<file path="src/pkg/otgr_pkg.sv">
// Constants and carrier types for the OTG limit and ADC readback register bank
package otgr_pkg;

    // ------------------------------------------------------------
    // Command codes
    // ------------------------------------------------------------
    localparam logic [7:0] OTGR_CMD_ADC_BUS_SYSTEM_POWER_MONITOR = 8'h23;
    localparam logic [7:0] OTGR_CMD_OTG_VOLTAGE = 8'h3B;
    localparam logic [7:0] OTGR_CMD_OTG_CURRENT = 8'h3C;

    // ------------------------------------------------------------
    // Field layout and reset values
    // ------------------------------------------------------------
    localparam int OTGR_VOLT_LSB = 2;
    localparam int OTGR_VOLT_W = 12;
    localparam int OTGR_CURR_LSB = 8;
    localparam int OTGR_CURR_W = 7;
    localparam int OTGR_ADC_BUS_LSB = 8;
    localparam logic [15:0] OTGR_VOLT_RSVD_HI = 16'hC000;
    localparam logic [15:0] OTGR_CURR_RSVD_HI = 16'h8000;
    localparam logic [15:0] OTGR_VOLT_KEEP = 16'h3FFC;
    localparam logic [15:0] OTGR_CURR_KEEP = 16'h7F00;
    localparam logic [15:0] OTGR_VOLT_RESET = 16'h0000;
    localparam logic [15:0] OTGR_CURR_RESET = 16'h0000;
    localparam logic [15:0] OTGR_ADC_RESET = 16'h0000;
    localparam logic [15:0] OTGR_UNMAPPED_READ = 16'h0000;

    // ------------------------------------------------------------
    // Voltage scale, in units of 0.1 mV so that 8.1 mV stays exact
    // ------------------------------------------------------------
    localparam int OTGR_DAC_W = 20;
    localparam logic [OTGR_DAC_W-1:0] OTGR_VOLT_WEIGHT [OTGR_VOLT_W] = '{
        20'h00051, 20'h000A0, 20'h0014A, 20'h0028A, 20'h00514, 20'h00A28,
        20'h0145A, 20'h028AA, 20'h05154, 20'h0A2A8, 20'h14550, 20'h28AA0
    };  // 8.1, 16, 33, 65, 130, 260, 521, 1041, 2082, 4164, 8328, 16656 mV
    localparam logic [OTGR_DAC_W-1:0] OTGR_DAC_OFFSET = 20'h03200;  // 1.28 V
    localparam logic [OTGR_DAC_W-1:0] OTGR_DAC_MIN = 20'h07530;     // 3 V
    localparam logic [OTGR_DAC_W-1:0] OTGR_DAC_MAX = 20'h32C80;     // 20.8 V

    // ------------------------------------------------------------
    // Current scale
    // ------------------------------------------------------------
    localparam int OTGR_CURR_MA_W = 13;
    localparam logic [5:0] OTGR_CURR_STEP_MA = 6'h32;  // 50 mA per code

    // ------------------------------------------------------------
    // Carriers
    // ------------------------------------------------------------
    typedef struct packed {
        logic wr;
        logic rd;
        logic [7:0] cmd;
        logic [15:0] wdata;
    } otgr_req_t;

    typedef struct packed {
        logic valid;
        logic [7:0] bus_code;
        logic [7:0] system_power_monitor_code;
    } otgr_adc_t;

    typedef struct packed {
        logic [15:0] volt;
        logic [15:0] curr;
        logic [15:0] adc;
        logic [15:0] rdata;
        logic rvalid;
        logic wr_reject;
        logic [OTGR_DAC_W-1:0] dac;
        logic [OTGR_CURR_MA_W-1:0] cur_ma;
    } otgr_state_t;

endpackage

</file>
<file path="src/otgr_dac_calc.sv">
// OTG voltage DAC target: weighted sum, optional offset, range check and clamp
`timescale 1ns/1ps

module otgr_dac_calc
(
    input wire logic [15:0] word,                                   // Register word to evaluate
    input wire logic offset_disable,                                // High removes the fixed offset
    output logic [otgr_pkg::OTGR_DAC_W-1:0] target,                 // Unclamped target, 0.1 mV units
    output logic in_range,                                          // Target within min..max
    output logic [otgr_pkg::OTGR_DAC_W-1:0] clamped                 // Target clamped into range
);

    always_comb
    begin
        target = '0;
        for (int i = 0; i < otgr_pkg::OTGR_VOLT_W; i++)
        begin
            if (word[otgr_pkg::OTGR_VOLT_LSB + i])
            begin
                target = target + otgr_pkg::OTGR_VOLT_WEIGHT[i];
            end
        end
        if (!offset_disable)
        begin
            target = target + otgr_pkg::OTGR_DAC_OFFSET;
        end
        in_range = (target >= otgr_pkg::OTGR_DAC_MIN) && (target <= otgr_pkg::OTGR_DAC_MAX);
        if (target < otgr_pkg::OTGR_DAC_MIN)
        begin
            clamped = otgr_pkg::OTGR_DAC_MIN;
        end
        else if (target > otgr_pkg::OTGR_DAC_MAX)
        begin
            clamped = otgr_pkg::OTGR_DAC_MAX;
        end
        else
        begin
            clamped = target;
        end
    end

endmodule // otgr_dac_calc

</file>
<file path="src/otgr_regs.sv">
// OTG voltage and current limit registers with the bus voltage / system power ADC word
`timescale 1ns/1ps

// Function
// Command 3Bh write stores OTG voltage
// 12-bit voltage field, bits 13..2, weighted sum
// DAC command clamped to 3 V .. 20.8 V
// Out-of-range voltage write is discarded
// Offset bit clear adds 1.28 V
// Voltage register resets to zero
// Command 3Ch write stores OTG current
// 7-bit current field, bits 14..8, 50 mA
// Current register resets to zero
// Upper reserved bits set make write invalid
// Lower reserved bits are ignored
// Command 23h reports system power monitor
// Same word reports input bus voltage
// Bus voltage high byte, power low byte
// Target is sum plus offset, then checked
module otgr_regs
(
    input wire logic clock,                                         // 200 MHz clock
    input wire logic rst_b,                                         // Asynchronous reset, active low
    input otgr_pkg::otgr_req_t req,                                 // Decoded command port
    input otgr_pkg::otgr_adc_t adc,                                 // ADC results with valid strobe
    input wire logic otg_dac_offset_disable_bit,                    // High removes the DAC offset
    output logic [15:0] rd_data,                                    // Read word
    output logic rd_valid,                                          // Read word valid pulse
    output logic wr_reject,                                         // Write discarded pulse
    output logic [otgr_pkg::OTGR_DAC_W-1:0] otg_dac_cmd,            // DAC command, 0.1 mV units
    output logic [otgr_pkg::OTGR_CURR_MA_W-1:0] otg_current_limit_ma // OTG current limit in mA
);

    // ------------------------------------------------------------
    // State
    // ------------------------------------------------------------
    otgr_pkg::otgr_state_t state_q;
    otgr_pkg::otgr_state_t state_d;
    // Of the incoming word's DAC evaluation only the range verdict is needed; with the reserved-bit check it decides accept or discard
    logic new_in_range;
    logic [otgr_pkg::OTGR_DAC_W-1:0] cur_clamped;

    // ------------------------------------------------------------
    // DAC evaluation of the incoming word and of the stored setpoint
    // ------------------------------------------------------------
    otgr_dac_calc u_calc_new
    (
        .word(req.wdata),
        .offset_disable(otg_dac_offset_disable_bit),
        .target(),
        .in_range(new_in_range),
        .clamped()
    );

    // The offset bit may change after a write, so the live command is clamped too
    otgr_dac_calc u_calc_cur
    (
        .word(state_q.volt),
        .offset_disable(otg_dac_offset_disable_bit),
        .target(),
        .in_range(),
        .clamped(cur_clamped)
    );

    // ------------------------------------------------------------
    // Command decode
    // ------------------------------------------------------------
    typedef enum logic [1:0]
    {
        OTGR_SEL_NONE = 2'h0,
        OTGR_SEL_ADC = 2'h1,
        OTGR_SEL_VOLT = 2'h2,
        OTGR_SEL_CURR = 2'h3
    } otgr_sel_t;

    // Write and read steer by this one decode, so the two sides never disagree on the map
    function automatic otgr_sel_t decode_sel
    (
        input logic [7:0] cmd
    );
        unique case (cmd)
            otgr_pkg::OTGR_CMD_ADC_BUS_SYSTEM_POWER_MONITOR:
            begin
                decode_sel = OTGR_SEL_ADC;
            end
            otgr_pkg::OTGR_CMD_OTG_VOLTAGE:
            begin
                decode_sel = OTGR_SEL_VOLT;
            end
            otgr_pkg::OTGR_CMD_OTG_CURRENT:
            begin
                decode_sel = OTGR_SEL_CURR;
            end
            default:
            begin
                decode_sel = OTGR_SEL_NONE;
            end
        endcase
    endfunction

    // One set upper reserved bit spoils the whole word
    function automatic logic rsvd_clear
    (
        input logic [15:0] word,
        input logic [15:0] rsvd_mask
    );
        rsvd_clear = ((word & rsvd_mask) == '0);
    endfunction

    // The product of a 7-bit code and the step always fits the result width
    function automatic logic [otgr_pkg::OTGR_CURR_MA_W-1:0] limit_ma
    (
        input logic [15:0] word
    );
        limit_ma = otgr_pkg::OTGR_CURR_MA_W'(
            word[otgr_pkg::OTGR_CURR_LSB +: otgr_pkg::OTGR_CURR_W] * otgr_pkg::OTGR_CURR_STEP_MA);
    endfunction

    // ------------------------------------------------------------
    // Next state
    // ------------------------------------------------------------
    always_comb
    begin
        state_d = state_q;
        state_d.rvalid = 1'b0;
        state_d.wr_reject = 1'b0;
        // A fresh result replaces the whole word, so a read never sees half of it
        if (adc.valid)
        begin
            state_d.adc = {adc.bus_code, adc.system_power_monitor_code};
        end
        if (req.wr)
        begin
            unique case (decode_sel(req.cmd))
                OTGR_SEL_VOLT:
                begin
                    // Range is judged with the offset bit as it stands during the write
                    if (!rsvd_clear(req.wdata, otgr_pkg::OTGR_VOLT_RSVD_HI) || !new_in_range)
                    begin
                        state_d.wr_reject = 1'b1;
                    end
                    else
                    begin
                        state_d.volt = req.wdata & otgr_pkg::OTGR_VOLT_KEEP;
                    end
                end
                OTGR_SEL_CURR:
                begin
                    if (!rsvd_clear(req.wdata, otgr_pkg::OTGR_CURR_RSVD_HI))
                    begin
                        state_d.wr_reject = 1'b1;
                    end
                    else
                    begin
                        state_d.curr = req.wdata & otgr_pkg::OTGR_CURR_KEEP;
                    end
                end
                OTGR_SEL_ADC, OTGR_SEL_NONE:
                begin
                    // Writes to read-only or unknown codes change no register but raise wr_reject
                    state_d.wr_reject = 1'b1;
                end
            endcase
        end
        // A read takes the stored word, so a write in the same cycle shows on the next read
        if (req.rd)
        begin
            state_d.rvalid = 1'b1;
            unique case (decode_sel(req.cmd))
                OTGR_SEL_ADC:
                begin
                    state_d.rdata = state_q.adc;
                end
                OTGR_SEL_VOLT:
                begin
                    state_d.rdata = state_q.volt;
                end
                OTGR_SEL_CURR:
                begin
                    state_d.rdata = state_q.curr;
                end
                OTGR_SEL_NONE:
                begin
                    state_d.rdata = otgr_pkg::OTGR_UNMAPPED_READ;
                end
            endcase
        end
        state_d.dac = cur_clamped;
        state_d.cur_ma = limit_ma(state_q.curr);
    end

    // ------------------------------------------------------------
    // Registers
    // ------------------------------------------------------------
    always_ff @(posedge clock or negedge rst_b)
    begin
        if (!rst_b)
        begin
            state_q <= '0;
            state_q.volt <= otgr_pkg::OTGR_VOLT_RESET;
            state_q.curr <= otgr_pkg::OTGR_CURR_RESET;
            state_q.adc <= otgr_pkg::OTGR_ADC_RESET;
            // The DAC command rests at the floor of its range, never at zero
            state_q.dac <= otgr_pkg::OTGR_DAC_MIN;
        end
        else
        begin
            state_q <= state_d;
        end
    end

    // ------------------------------------------------------------
    // Outputs
    // ------------------------------------------------------------
    // Every output comes straight from a flip-flop
    assign rd_data = state_q.rdata;
    assign rd_valid = state_q.rvalid;
    assign wr_reject = state_q.wr_reject;
    assign otg_dac_cmd = state_q.dac;
    assign otg_current_limit_ma = state_q.cur_ma;

endmodule // otgr_regs

</file>
<file path="config.mk">
export PLATFORM = sky130hd
export DESIGN_NAME = otgr_regs
export DESIGN_NICKNAME = d
export VERILOG_FILES = /design/src/pkg/otgr_pkg.sv /design/src/otgr_dac_calc.sv /design/src/otgr_regs.sv
export SDC_FILE = /design/constraint.sdc
export NUM_CORES = 1
export LEC_CHECK = 0
export BUFFER_PORTS_ARGS = -buffer_cell sky130_fd_sc_hd__buf_2
export CAP_MARGIN = 0
export CORE_AREA = 2 2 142 144
export CTS_BUF_LIST = sky130_fd_sc_hd__clkbuf_2
export CTS_CLUSTER_DIAMETER = 120
export DETAILED_ROUTE_END_ITERATION = 8
export DIE_AREA = 0 0 144 146
export PLACE_DENSITY = 0.77
export SKIP_LAST_GASP = 1
export SYNTH_ARGS = -nofsm -noshare
export SYNTH_HDL_FRONTEND = slang
export SYNTH_SLANG_ARGS = --single-unit
</file>
<file path="constraint.sdc">
create_clock -name clock -period 8.8 [get_ports clock]
set_input_delay 1.32 -clock clock [delete_from_list [all_inputs] [get_ports clock]]
set_output_delay 1.32 -clock clock [all_outputs]
set_load 0.1 [all_outputs]
</file>
==> results of run 1 <==
==> synth_stat cells (8+ instances only) <==
cell type,number
and2_1,22
nor2b_1,14
o21ai_0,64
a21o_1,21
nor2_1,96
o22ai_1,19
mux2i_1,29
inv_1,41
nand4_1,14
nand2b_1,17
o21a_1,14
or3_1,15
a211o_1,13
nor4_1,12
nor3b_1,9
buf_4,51
o31ai_1,13
dfrtp_1,78
xor2_1,44
o2111ai_1,10
a21boi_0,8
o211ai_1,22
o21bai_1,10
clkinv_1,10
and3b_1,8
ha_1,50
nor3_1,21
xnor2_1,107
nand3_1,38
o21ai_1,13
clkbuf_1,35
a211oi_1,24
a31oi_1,16
a21oi_1,64
buf_2,11
a22oi_1,19
and3_1,11
nand2_1,77
mux2_2,25
o211a_1,8
==> sequential cells by signal, summed over array words and instances (netlist names) <==
| name | flops |
|---|---|
| rd_data | 16 |
| otg_current_limit_ma | 12 |
| rd_valid | 1 |
| state_q | 35 |
| wr_reject | 1 |
| otg_dac_cmd | 20 |
==> area by class of cell <==
class                   count  area (um2)
diodes                      1        2.50
clock buffers               9        45.0
clock inverters             7        88.8
fillers                  1674        6720
inverters                  54         203
multi-input cells        1153        8860
flip-flops and latches     85        2140
well taps                 265         332
repair buffers            156         941
==> through the flow <==
| stage | std cells | utilization (%) |
|---|---|---|
| 4_1_cts | 1727 | 64.2 |
| 5_1_grt | 1730 | 65.2 |
| 2_1_floorplan | 1391 | - |
| 3_5_place_dp | 1711 | 63.5 |
| 3_3_place_gp | 1711 | 63.5 |
| 6_report | 1730 | 65.2 |
==> cell families (layout without fill, tap and decap cells) <==
kind of cell	count (synthesis)	count (layout)	synth area share [%]
muxes	60	60	5.64
xor gates and xnor gates	171	171	14.9
adders and majority gates	52	52	5.75
and+or+nand+nor	404	404	18.6
AOI/OAI and AO/OA	463	463	29.8
other	1	4	0.0324
buffers and inverters	153	226	6.79
DFF	85	85	18.4
==> how the worst min path moves through the flow <==
stage,start,endpoint,slack [ps],cells after the start
finish,state_q[75],otg_current_limit_ma[1],520,0
global placement,state_q[77],otg_current_limit_ma[3],460,0
floorplan,state_q[77],otg_current_limit_ma[3],420,0
detailed placement,state_q[77],otg_current_limit_ma[3],460,0
CTS,state_q[77],otg_current_limit_ma[3],520,0
global route,state_q[75],otg_current_limit_ma[1],530,0
==> worst max-delay path, delay by kind of cell (launching register included) <==
kind	cells	cell delay (ps)
compound gates	10	2590
simple gates	8	2380
xor+xnor	4	1040
fa+ha+maj	2	720
buf+inv	3	510
flops	1	460
mux	1	340
==> routing by layer <==
layer	up-vias	track usage, %	share of wire (%)
li1	5332	-	-
met1	5169	34.0	45
met2	261	46.8	50
met3	40	2.50	3.9
met4	0	5.74	1.6
met5	-	0	0
==> timing repair <==
| item | CTS | global route |
|---|---|---|
| buffers inserted | 0 | 2 |
| hold buffers | 0 | 0 |
| gates resized for setup | 0 | 27 |
| endpoints found under the setup margin | 0 | 24 |
==> impl_metrics.csv, run 1 <==
group,metric,value,unit
die,start_util,59.9,%
die,die_x,144,um
clock_network,clk_latency,600,ps
run_status,status,"finished, final reports clean",
placement,postPlaceCellArea,12300,um2
grt,antenna_found_initial,1,
die,io-pin-count,97,
critical_path,crit_path_end_kind,"flop",
timing,relSlewSlack,25.6,%
die,die-area,21000,um2
timing,skew,35.1,ps
critical_path,critPathSlowestCell,"or4_4",
timing,timing.fmax,123,MHz
clock_network,path_clk_slew,300,ps
detailed_routing,drtPass1Iterations,8,
logic_synthesis,yosys_warnings,0,
logic_synthesis,synth-edff-count,0,
critical_path,crit_path_end,"otg_dac_cmd[9]",
timing,layout_worst_path_cycle_share,92.7,%
timing,hold_viol_final,0,
logic_synthesis,yosysTopAreaCell,"dfrtp_1",
critical_path,slowest_delay,550,ps
timing,slew_viol_final,0,
logic_synthesis,ys_seq_elements,85,
critical_path,critPathLaunchType,"flop",
final_layout,area_delta_synth_final,8.84,%
critical_path,critPathKind,"reg -> reg",
detailed_routing,wl_per_cell,15.9,um
timing,holdWs,518,ps
timing,setup_viol,0,
logic_synthesis,async_flop_share,100,%
critical_path,reg2reg_from,"state_q[87]",
critical_path,ff2ff_setup_slack,640,ps
die,fp.coreArea,19300,um2
placement,gp_congestion,0.907,
detailed_routing,route.detailed.drc,0,
clock_network,cts_buffers,9,
timing,fin_tns_setup,0,ps
final_layout,drive_gt1_share,20.6,%
placement,hpwl,21.6,mm
logic_synthesis,syn_inst,1389,
job,maxCapViolCount,0,
detailed_routing,vias,10802,
grt,grt_pass1_vias,10239,
clock_network,tritoncts,"built",
grt,grt_pass1_wl,46.5,mm
final_layout,final_cell_mix,"xnor2_1, nor2_1, buf_2",
detailed_routing,detail_route.iter0.violations,718,
placement,dpl_worst_slack,49.1,ps
timing,finalCriticalPeriod,8160,ps
detailed_routing,antenna_left,0,
detailed_routing,routed_via_density,6.24,
logic_synthesis,synth_flop_cell,"dfrtp_1",
final_layout,design_area,12600,um2
clock_network,root_buffer,"clkbuf_2",
grt,grt_overflow_total,0,
clock_network,cts.sinks,85,
final_layout,final_common_cell,"xnor2_1",
clock_network,htreeDepth,3,
critical_path,worst-path-max-fanout,10,
logic_synthesis,syn_area_per_cell,8.34,um2
critical_path,rr_endpoint,"otg_dac_cmd[9]",
critical_path,r2r_cells,28,
timing,worstMarginPinSlew,1100,ps
logic_synthesis,ys_types,121,
die,die_y,146,um
critical_path,arrival,8670,ps
worst_hold_path,hp-class,"reg -> reg",
die,rows,51,
logic_synthesis,synth_top_area_share,16.8,%
grt,grt_max_degree,86,
logic_synthesis,yosysSeqAreaShare,18.4,%
detailed_routing,wirelength,27.5,mm
critical_path,required,9310,ps
clock_network,cts.path.max_buffers,2,
timing,setup_ws,643,ps
final_layout,fin_nets,1557,
placement,port_buffers,93,
critical_path,worstSetupStartpoint,"state_q[87]",
logic_synthesis,synth.cell_area,11600,um2
logic_synthesis,synthTopCellsByArea,"dfrtp_1, xnor2_1, ha_1",
grt,grt_util_all_layers,26.2,%
Power of run 1 is left out: the tool's default activity adds up to more than one toggle a clock period on the data nets, which glitch-free logic cannot reach.
==> inputs of run 2 (changes only) <==
- REMOVE_ABC_BUFFERS: not set -> 1
==> run 2 against run 1 <==
  * Register-to-register slack got worse by 120 ps
  * Hold slack gained 13 ps
  * Highest routed layer unchanged
  * Sequential share of layout area grew 0.29 points
==> impl_metrics.csv, run 2 (synthesis results as in run 1) <==
group,metric,value,unit
run_status,status,"finished, final reports clean",
clock_network,cts.sinks,85,
worst_hold_path,hp-class,"reg -> reg",
timing,finalCriticalPeriod,8270,ps
placement,hpwl,21.3,mm
die,io-pin-count,97,
clock_network,tritoncts,"built",
timing,relSlewSlack,28.1,%
die,die-area,21000,um2
detailed_routing,wl_per_cell,15.9,um
final_layout,drive_gt1_share,19.5,%
die,die_x,144,um
critical_path,worst-path-max-fanout,14,
detailed_routing,drtPass1Iterations,5,
die,start_util,59.9,%
grt,grt-busiest-layer,"met2",
timing,layout_worst_path_cycle_share,94.0,%
timing,setup_viol,0,
detailed_routing,detail_route.iter0.violations,753,
timing,hold_viol_final,0,
clock_network,cts_hold_buf,0,
timing,skew,60.2,ps
critical_path,slowest_delay,550,ps
detailed_routing,vias,10725,
timing,worstMarginPinSlew,1070,ps
die,fp.coreArea,19300,um2
grt,grt_util_met1,34.5,%
detailed_routing,routed_via_density,6.26,
detailed_routing,antenna_left,0,
grt,grt_max_degree,86,
clock_network,cts_buffers,9,
clock_network,cts.path.max_buffers,2,
grt,grtUsageMet3,2.20,%
timing,timing.fmax,121,MHz
clock_network,htreeDepth,3,
critical_path,crit_path_end_kind,"flop",
job,maxCapViolCount,0,
final_layout,fillCellCount,1741,
detailed_routing,wirelength,27.3,mm
grt,grt_pass1_vias,9963,
final_layout,final_common_cell,"xnor2_1",
final_layout,area_delta_synth_final,7.08,%
final_layout,top_register,"state_q",
timing,slew_viol_final,0,
clock_network,clk_latency,600,ps
clock_network,path_clk_slew,240,ps
grt,grt_overflow_total,0,
critical_path,required,9320,ps
critical_path,critPathSlowestCell,"or4_4",
critical_path,arrival,8800,ps
placement,port_buffers,93,
timing,rsz0062_at_grt,"false",
die,die_y,146,um
placement,gp_congestion,0.887,
final_layout,fin_nets,1539,
critical_path,crit_path_frequent_cell,"xnor2_1",
clock_network,root_buffer,"clkbuf_2",
final_layout,largest_register_ffs,35,
die,rows,51,
grt,grt_pass1_wl,45.9,mm
grt,antenna_found_initial,1,
grt,grt_util_all_layers,25.7,%
critical_path,critPathLaunchType,"flop",
final_layout,final_cell_mix,"xnor2_1, nor2_1, buf_2",
detailed_routing,route.detailed.drc,0,
timing,fin_tns_setup,0,ps
grt,gr-usage-met2,44.8,%
critical_path,critPathKind,"reg -> reg",
==> run 2: cell count changes in the layout (fill, tap and decap cells not counted), moves of 2 or more <==
cell	previous run	this run
buf_4	64	46
a2111oi_4	3	1
clkinv_8	3	0
a2111oi_2	1	3
clkinvlp_4	0	3
inv_8	2	0
==> run 2: final timing paths <==
path,startpoint,end,slack (ps),depth (start not counted)
worst max-delay path,state_q[87],otg_dac_cmd[13],530,28
worst min-delay path,state_q[76],otg_current_limit_ma[2],530,0
worst min register to register,state_q[76],otg_current_limit_ma[2],530,0
worst max register to register,state_q[87],otg_dac_cmd[13],530,28
max in group asynchronous,rst_b,state_q[88],7200,1
min in group asynchronous,rst_b,wr_reject,860,1
==> run 2: area by class of cell <==
class / count / area [um2] / share of cell area [%]
Tap cell: 265 / 332 / 2.67
Clock buffer: 10 / 50.0 / 0.403
Timing Repair Buffer: 138 / 806 / 6.49
Antenna cell: 1 / 2.50 / 0.0202
Sequential cell: 85 / 2140 / 17.2
Multi-Input combinational cell: 1153 / 8810 / 71.0
Inverter: 54 / 203 / 1.63
Clock inverter: 6 / 70.1 / 0.565
==> run 2: layer usage <==
layer / vias to the layer above / share of wire, %
met2: 268 / 49
met3: 24 / 4.2
met4: 0 / 1.3
met5: - / 0
met1: 5124 / 46
li1: 5309 / -
==> run 2: metrics by stage <==
stage          cells  worst slack (ps)  instance area (um2)  utilization, %  hold slack (ps)
2_1_floorplan   1292               221                11000               -              418
4_1_cts         1710               247                12300            63.5              532
6_report        1712               526                12400            64.2              531
5_1_grt         1712              27.0                12400            64.2              549
3_3_place_gp    1694              96.5                12200            62.8              470
3_5_place_dp    1694              22.7                12200            62.8              480
==> run 2: repair_timing <==
action                                  CTS  global route
endpoints found under the setup margin    0            25
buffers inserted                          0             1
gates resized for setup                   0            21
==> run 2: critical path, delay by kind of cell (launching register included) <==
kind,cells,cell delay (ps)
AND/OR/NAND/NOR,8,2730
adder cells (fa/ha/maj),2,710
buffers and inverters,3,490
AO/OA/AOI/OAI,9,2220
flip-flops,1,450
multiplexers,1,340
XOR/XNOR,5,1300
Power of run 2 is left out for the same reason.
==> inputs of run 3 (changes only) <==
- CORE_AREA: 2 2 142 144 -> 2 2 148 150
- DIE_AREA: 0 0 144 146 -> 0 0 150 152
- PLACE_DENSITY: 0.77 -> 0.76
- SYNTH_HIERARCHICAL: not set -> 1
==> run 3 against run 2 <==
  * Maximum frequency down 0.65%
  * Final area increased by 6.6%
  * Area after synthesis grew 5.4%
  * Hold slack improved by 13 ps
  * Largest cell class unchanged
  * Setup slack got worse by 55 ps
  * Wire length increased by 4.5%
  * First-iteration DRC count down 15%
==> impl_metrics.csv, run 3 <==
group,metric,value,unit
run_status,status,"finished, final reports clean",
detailed_routing,detail_route.iter0.violations,641,
grt,grt_max_degree,86,
grt,grt_overflow_total,0,
clock_network,clk_latency,540,ps
logic_synthesis,synth.cell_area,12200,um2
timing,fin_tns_setup,0,ps
timing,rsz0062_at_grt,"false",
placement,hpwl,22.4,mm
final_layout,fin_nets,1594,
final_layout,drive_gt1_share,26.0,%
clock_network,root_buffer,"clkbuf_2",
timing,slew_viol_final,0,
critical_path,worst-path-max-fanout,6,
critical_path,reg2reg_from,"state_q[87]",
critical_path,crit_path_frequent_cell,"buf_4",
detailed_routing,wl_per_cell,16.0,um
placement,gp_congestion,0.890,
power_and_ir_drop,p_per_area,319,nW/um2
clock_network,cts.path.max_buffers,2,
die,fp.coreArea,21400,um2
critical_path,critPathKind,"in -> reg",
worst_hold_path,whs_path_depth,2,
worst_hold_path,hp-class,"reg -> reg",
critical_path,critPathLaunchType,"input pin",
critical_path,slowest_delay,530,ps
critical_path,required,9240,ps
logic_synthesis,syn_area_per_cell,8.73,um2
timing,timing.fmax,120,MHz
detailed_routing,route.detailed.drc,0,
die,die_x,150,um
logic_synthesis,syn_inst,1399,
grt,grt_util_all_layers,24.8,%
final_layout,design_area,13200,um2
timing,worstMarginPinSlew,1010,ps
final_layout,largest_register_ffs,35,
critical_path,crit_buf_inv,7,
timing,finalCriticalPeriod,8330,ps
critical_path,path_depth,35,
critical_path,crit_path_end,"state_q[89]",
clock_network,cts.sinks,85,
detailed_routing,drtPass1Iterations,4,
die,die_y,152,um
detailed_routing,vias,10810,
timing,hold_viol_final,0,
critical_path,rr_endpoint,"otg_dac_cmd[13]",
clock_network,tritoncts,"built",
logic_synthesis,yosys_warnings,6,
clock_network,htreeDepth,3,
detailed_routing,antenna_left,0,
die,die-area,22800,um2
timing,setup_viol,0,
grt,grt_pass1_vias,10344,
critical_path,r2r_cells,26,
die,io-pin-count,97,
critical_path,critPathSlowestCell,"or4_1",
critical_path,critPathTopFamily,"compound AO/OA/AOI/OAI gates",
critical_path,ff2ff_setup_slack,750,ps
clock_network,cts_buffers,9,
die,start_util,57.2,%
power_and_ir_drop,cellLeakagePower,5.68,nW
job,maxCapViolCount,0,
final_layout,area_delta_synth_final,8.32,%
timing,layout_worst_path_cycle_share,94.6,%
detailed_routing,wirelength,28.5,mm
final_layout,top_register,"state_q",
detailed_routing,routed_via_density,6.07,
final_layout,fillCellCount,1902,
grt,antenna_found_initial,1,
grt,grt_pass1_wl,48.1,mm
placement,port_buffers,93,
placement,postPlaceCellArea,13100,um2
critical_path,worstSetupStartpoint,"req[2]",
clock_network,path_clk_slew,220,ps
power_and_ir_drop,peakVddDrop,0.000415,V
clock_network,cts_hold_buf,0,
timing,relSlewSlack,32.4,%
die,rows,54,
critical_path,crit_path_end_kind,"flop",
final_layout,final_common_cell,"xnor2_1",
timing,skew,39.6,ps
critical_path,arrival,8770,ps
final_layout,final_cell_mix,"xnor2_1, buf_4, nor2_1, buf_2, a21oi_1",
[run 3: worst min path at each step]
stage                startpoint                      end  slack (ps)
CTS                 state_q[57]              state_q[57]         550
global placement    state_q[52]               rd_data[1]         480
global route        state_q[57]              state_q[57]         560
finish              rd_data[15]              rd_data[15]         540
floorplan           state_q[77]  otg_current_limit_ma[3]         420
detailed placement  state_q[65]              state_q[65]         500
[run 3: power by group]
part           leakage, nW  internal (mW)  total (mW)  switching (mW)
logic                 4.53           1.62        3.56            1.93
clock network       0.0606         0.0659       0.203           0.137
registers             1.10          0.429       0.459          0.0297
total                 5.68           2.12        4.22            2.10
[run 3: stage by stage]
step	power (mW)	worst slack, ps	util, %	hold slack [ps]	cells
3_3_place_gp	3.90	56.4	61.2	479	1762
5_1_grt	4.62	25.7	61.9	558	1781
2_1_floorplan	2.93	526	-	415	1294
4_1_cts	4.22	443	61.7	546	1777
3_5_place_dp	4.00	-162	61.2	498	1762
6_report	4.22	471	61.9	545	1781
[run 3: layout make-up]
cell class                      instances  area [um2]  area share (%)
Inverter                               55         206            1.56
Sequential cell                        85        2140            16.1
Clock buffer                           10        50.0           0.378
Timing Repair Buffer                  191        1220            9.20
Multi-Input combinational cell       1154        9200            69.6
Clock inverter                          5        61.3           0.464
Antenna cell                            1        2.50          0.0189
Tap cell                              280         350            2.65
[run 3: metal layers]
metal  wire (um)  GRT usage, %  vias up
li1            -             -     5366
met2       13900          43.6      251
met3        1220          2.10       18
met4         318          4.67        0
met5           0             0        -
met1       13000          33.2     5175
[run 3: worst min-delay path, cell delays in order (launching register included)]
cell and delay, ps:
dfrtp_1 420, inv_1 50, o21ai_0 70
[run 3: timing repair]
item | in CTS | in global routing
setup endpoints to repair | 0 | 12
gates resized for setup | 0 | 3
buffers inserted | 0 | 3
Note: power is estimated with default switching activity, not from simulation.
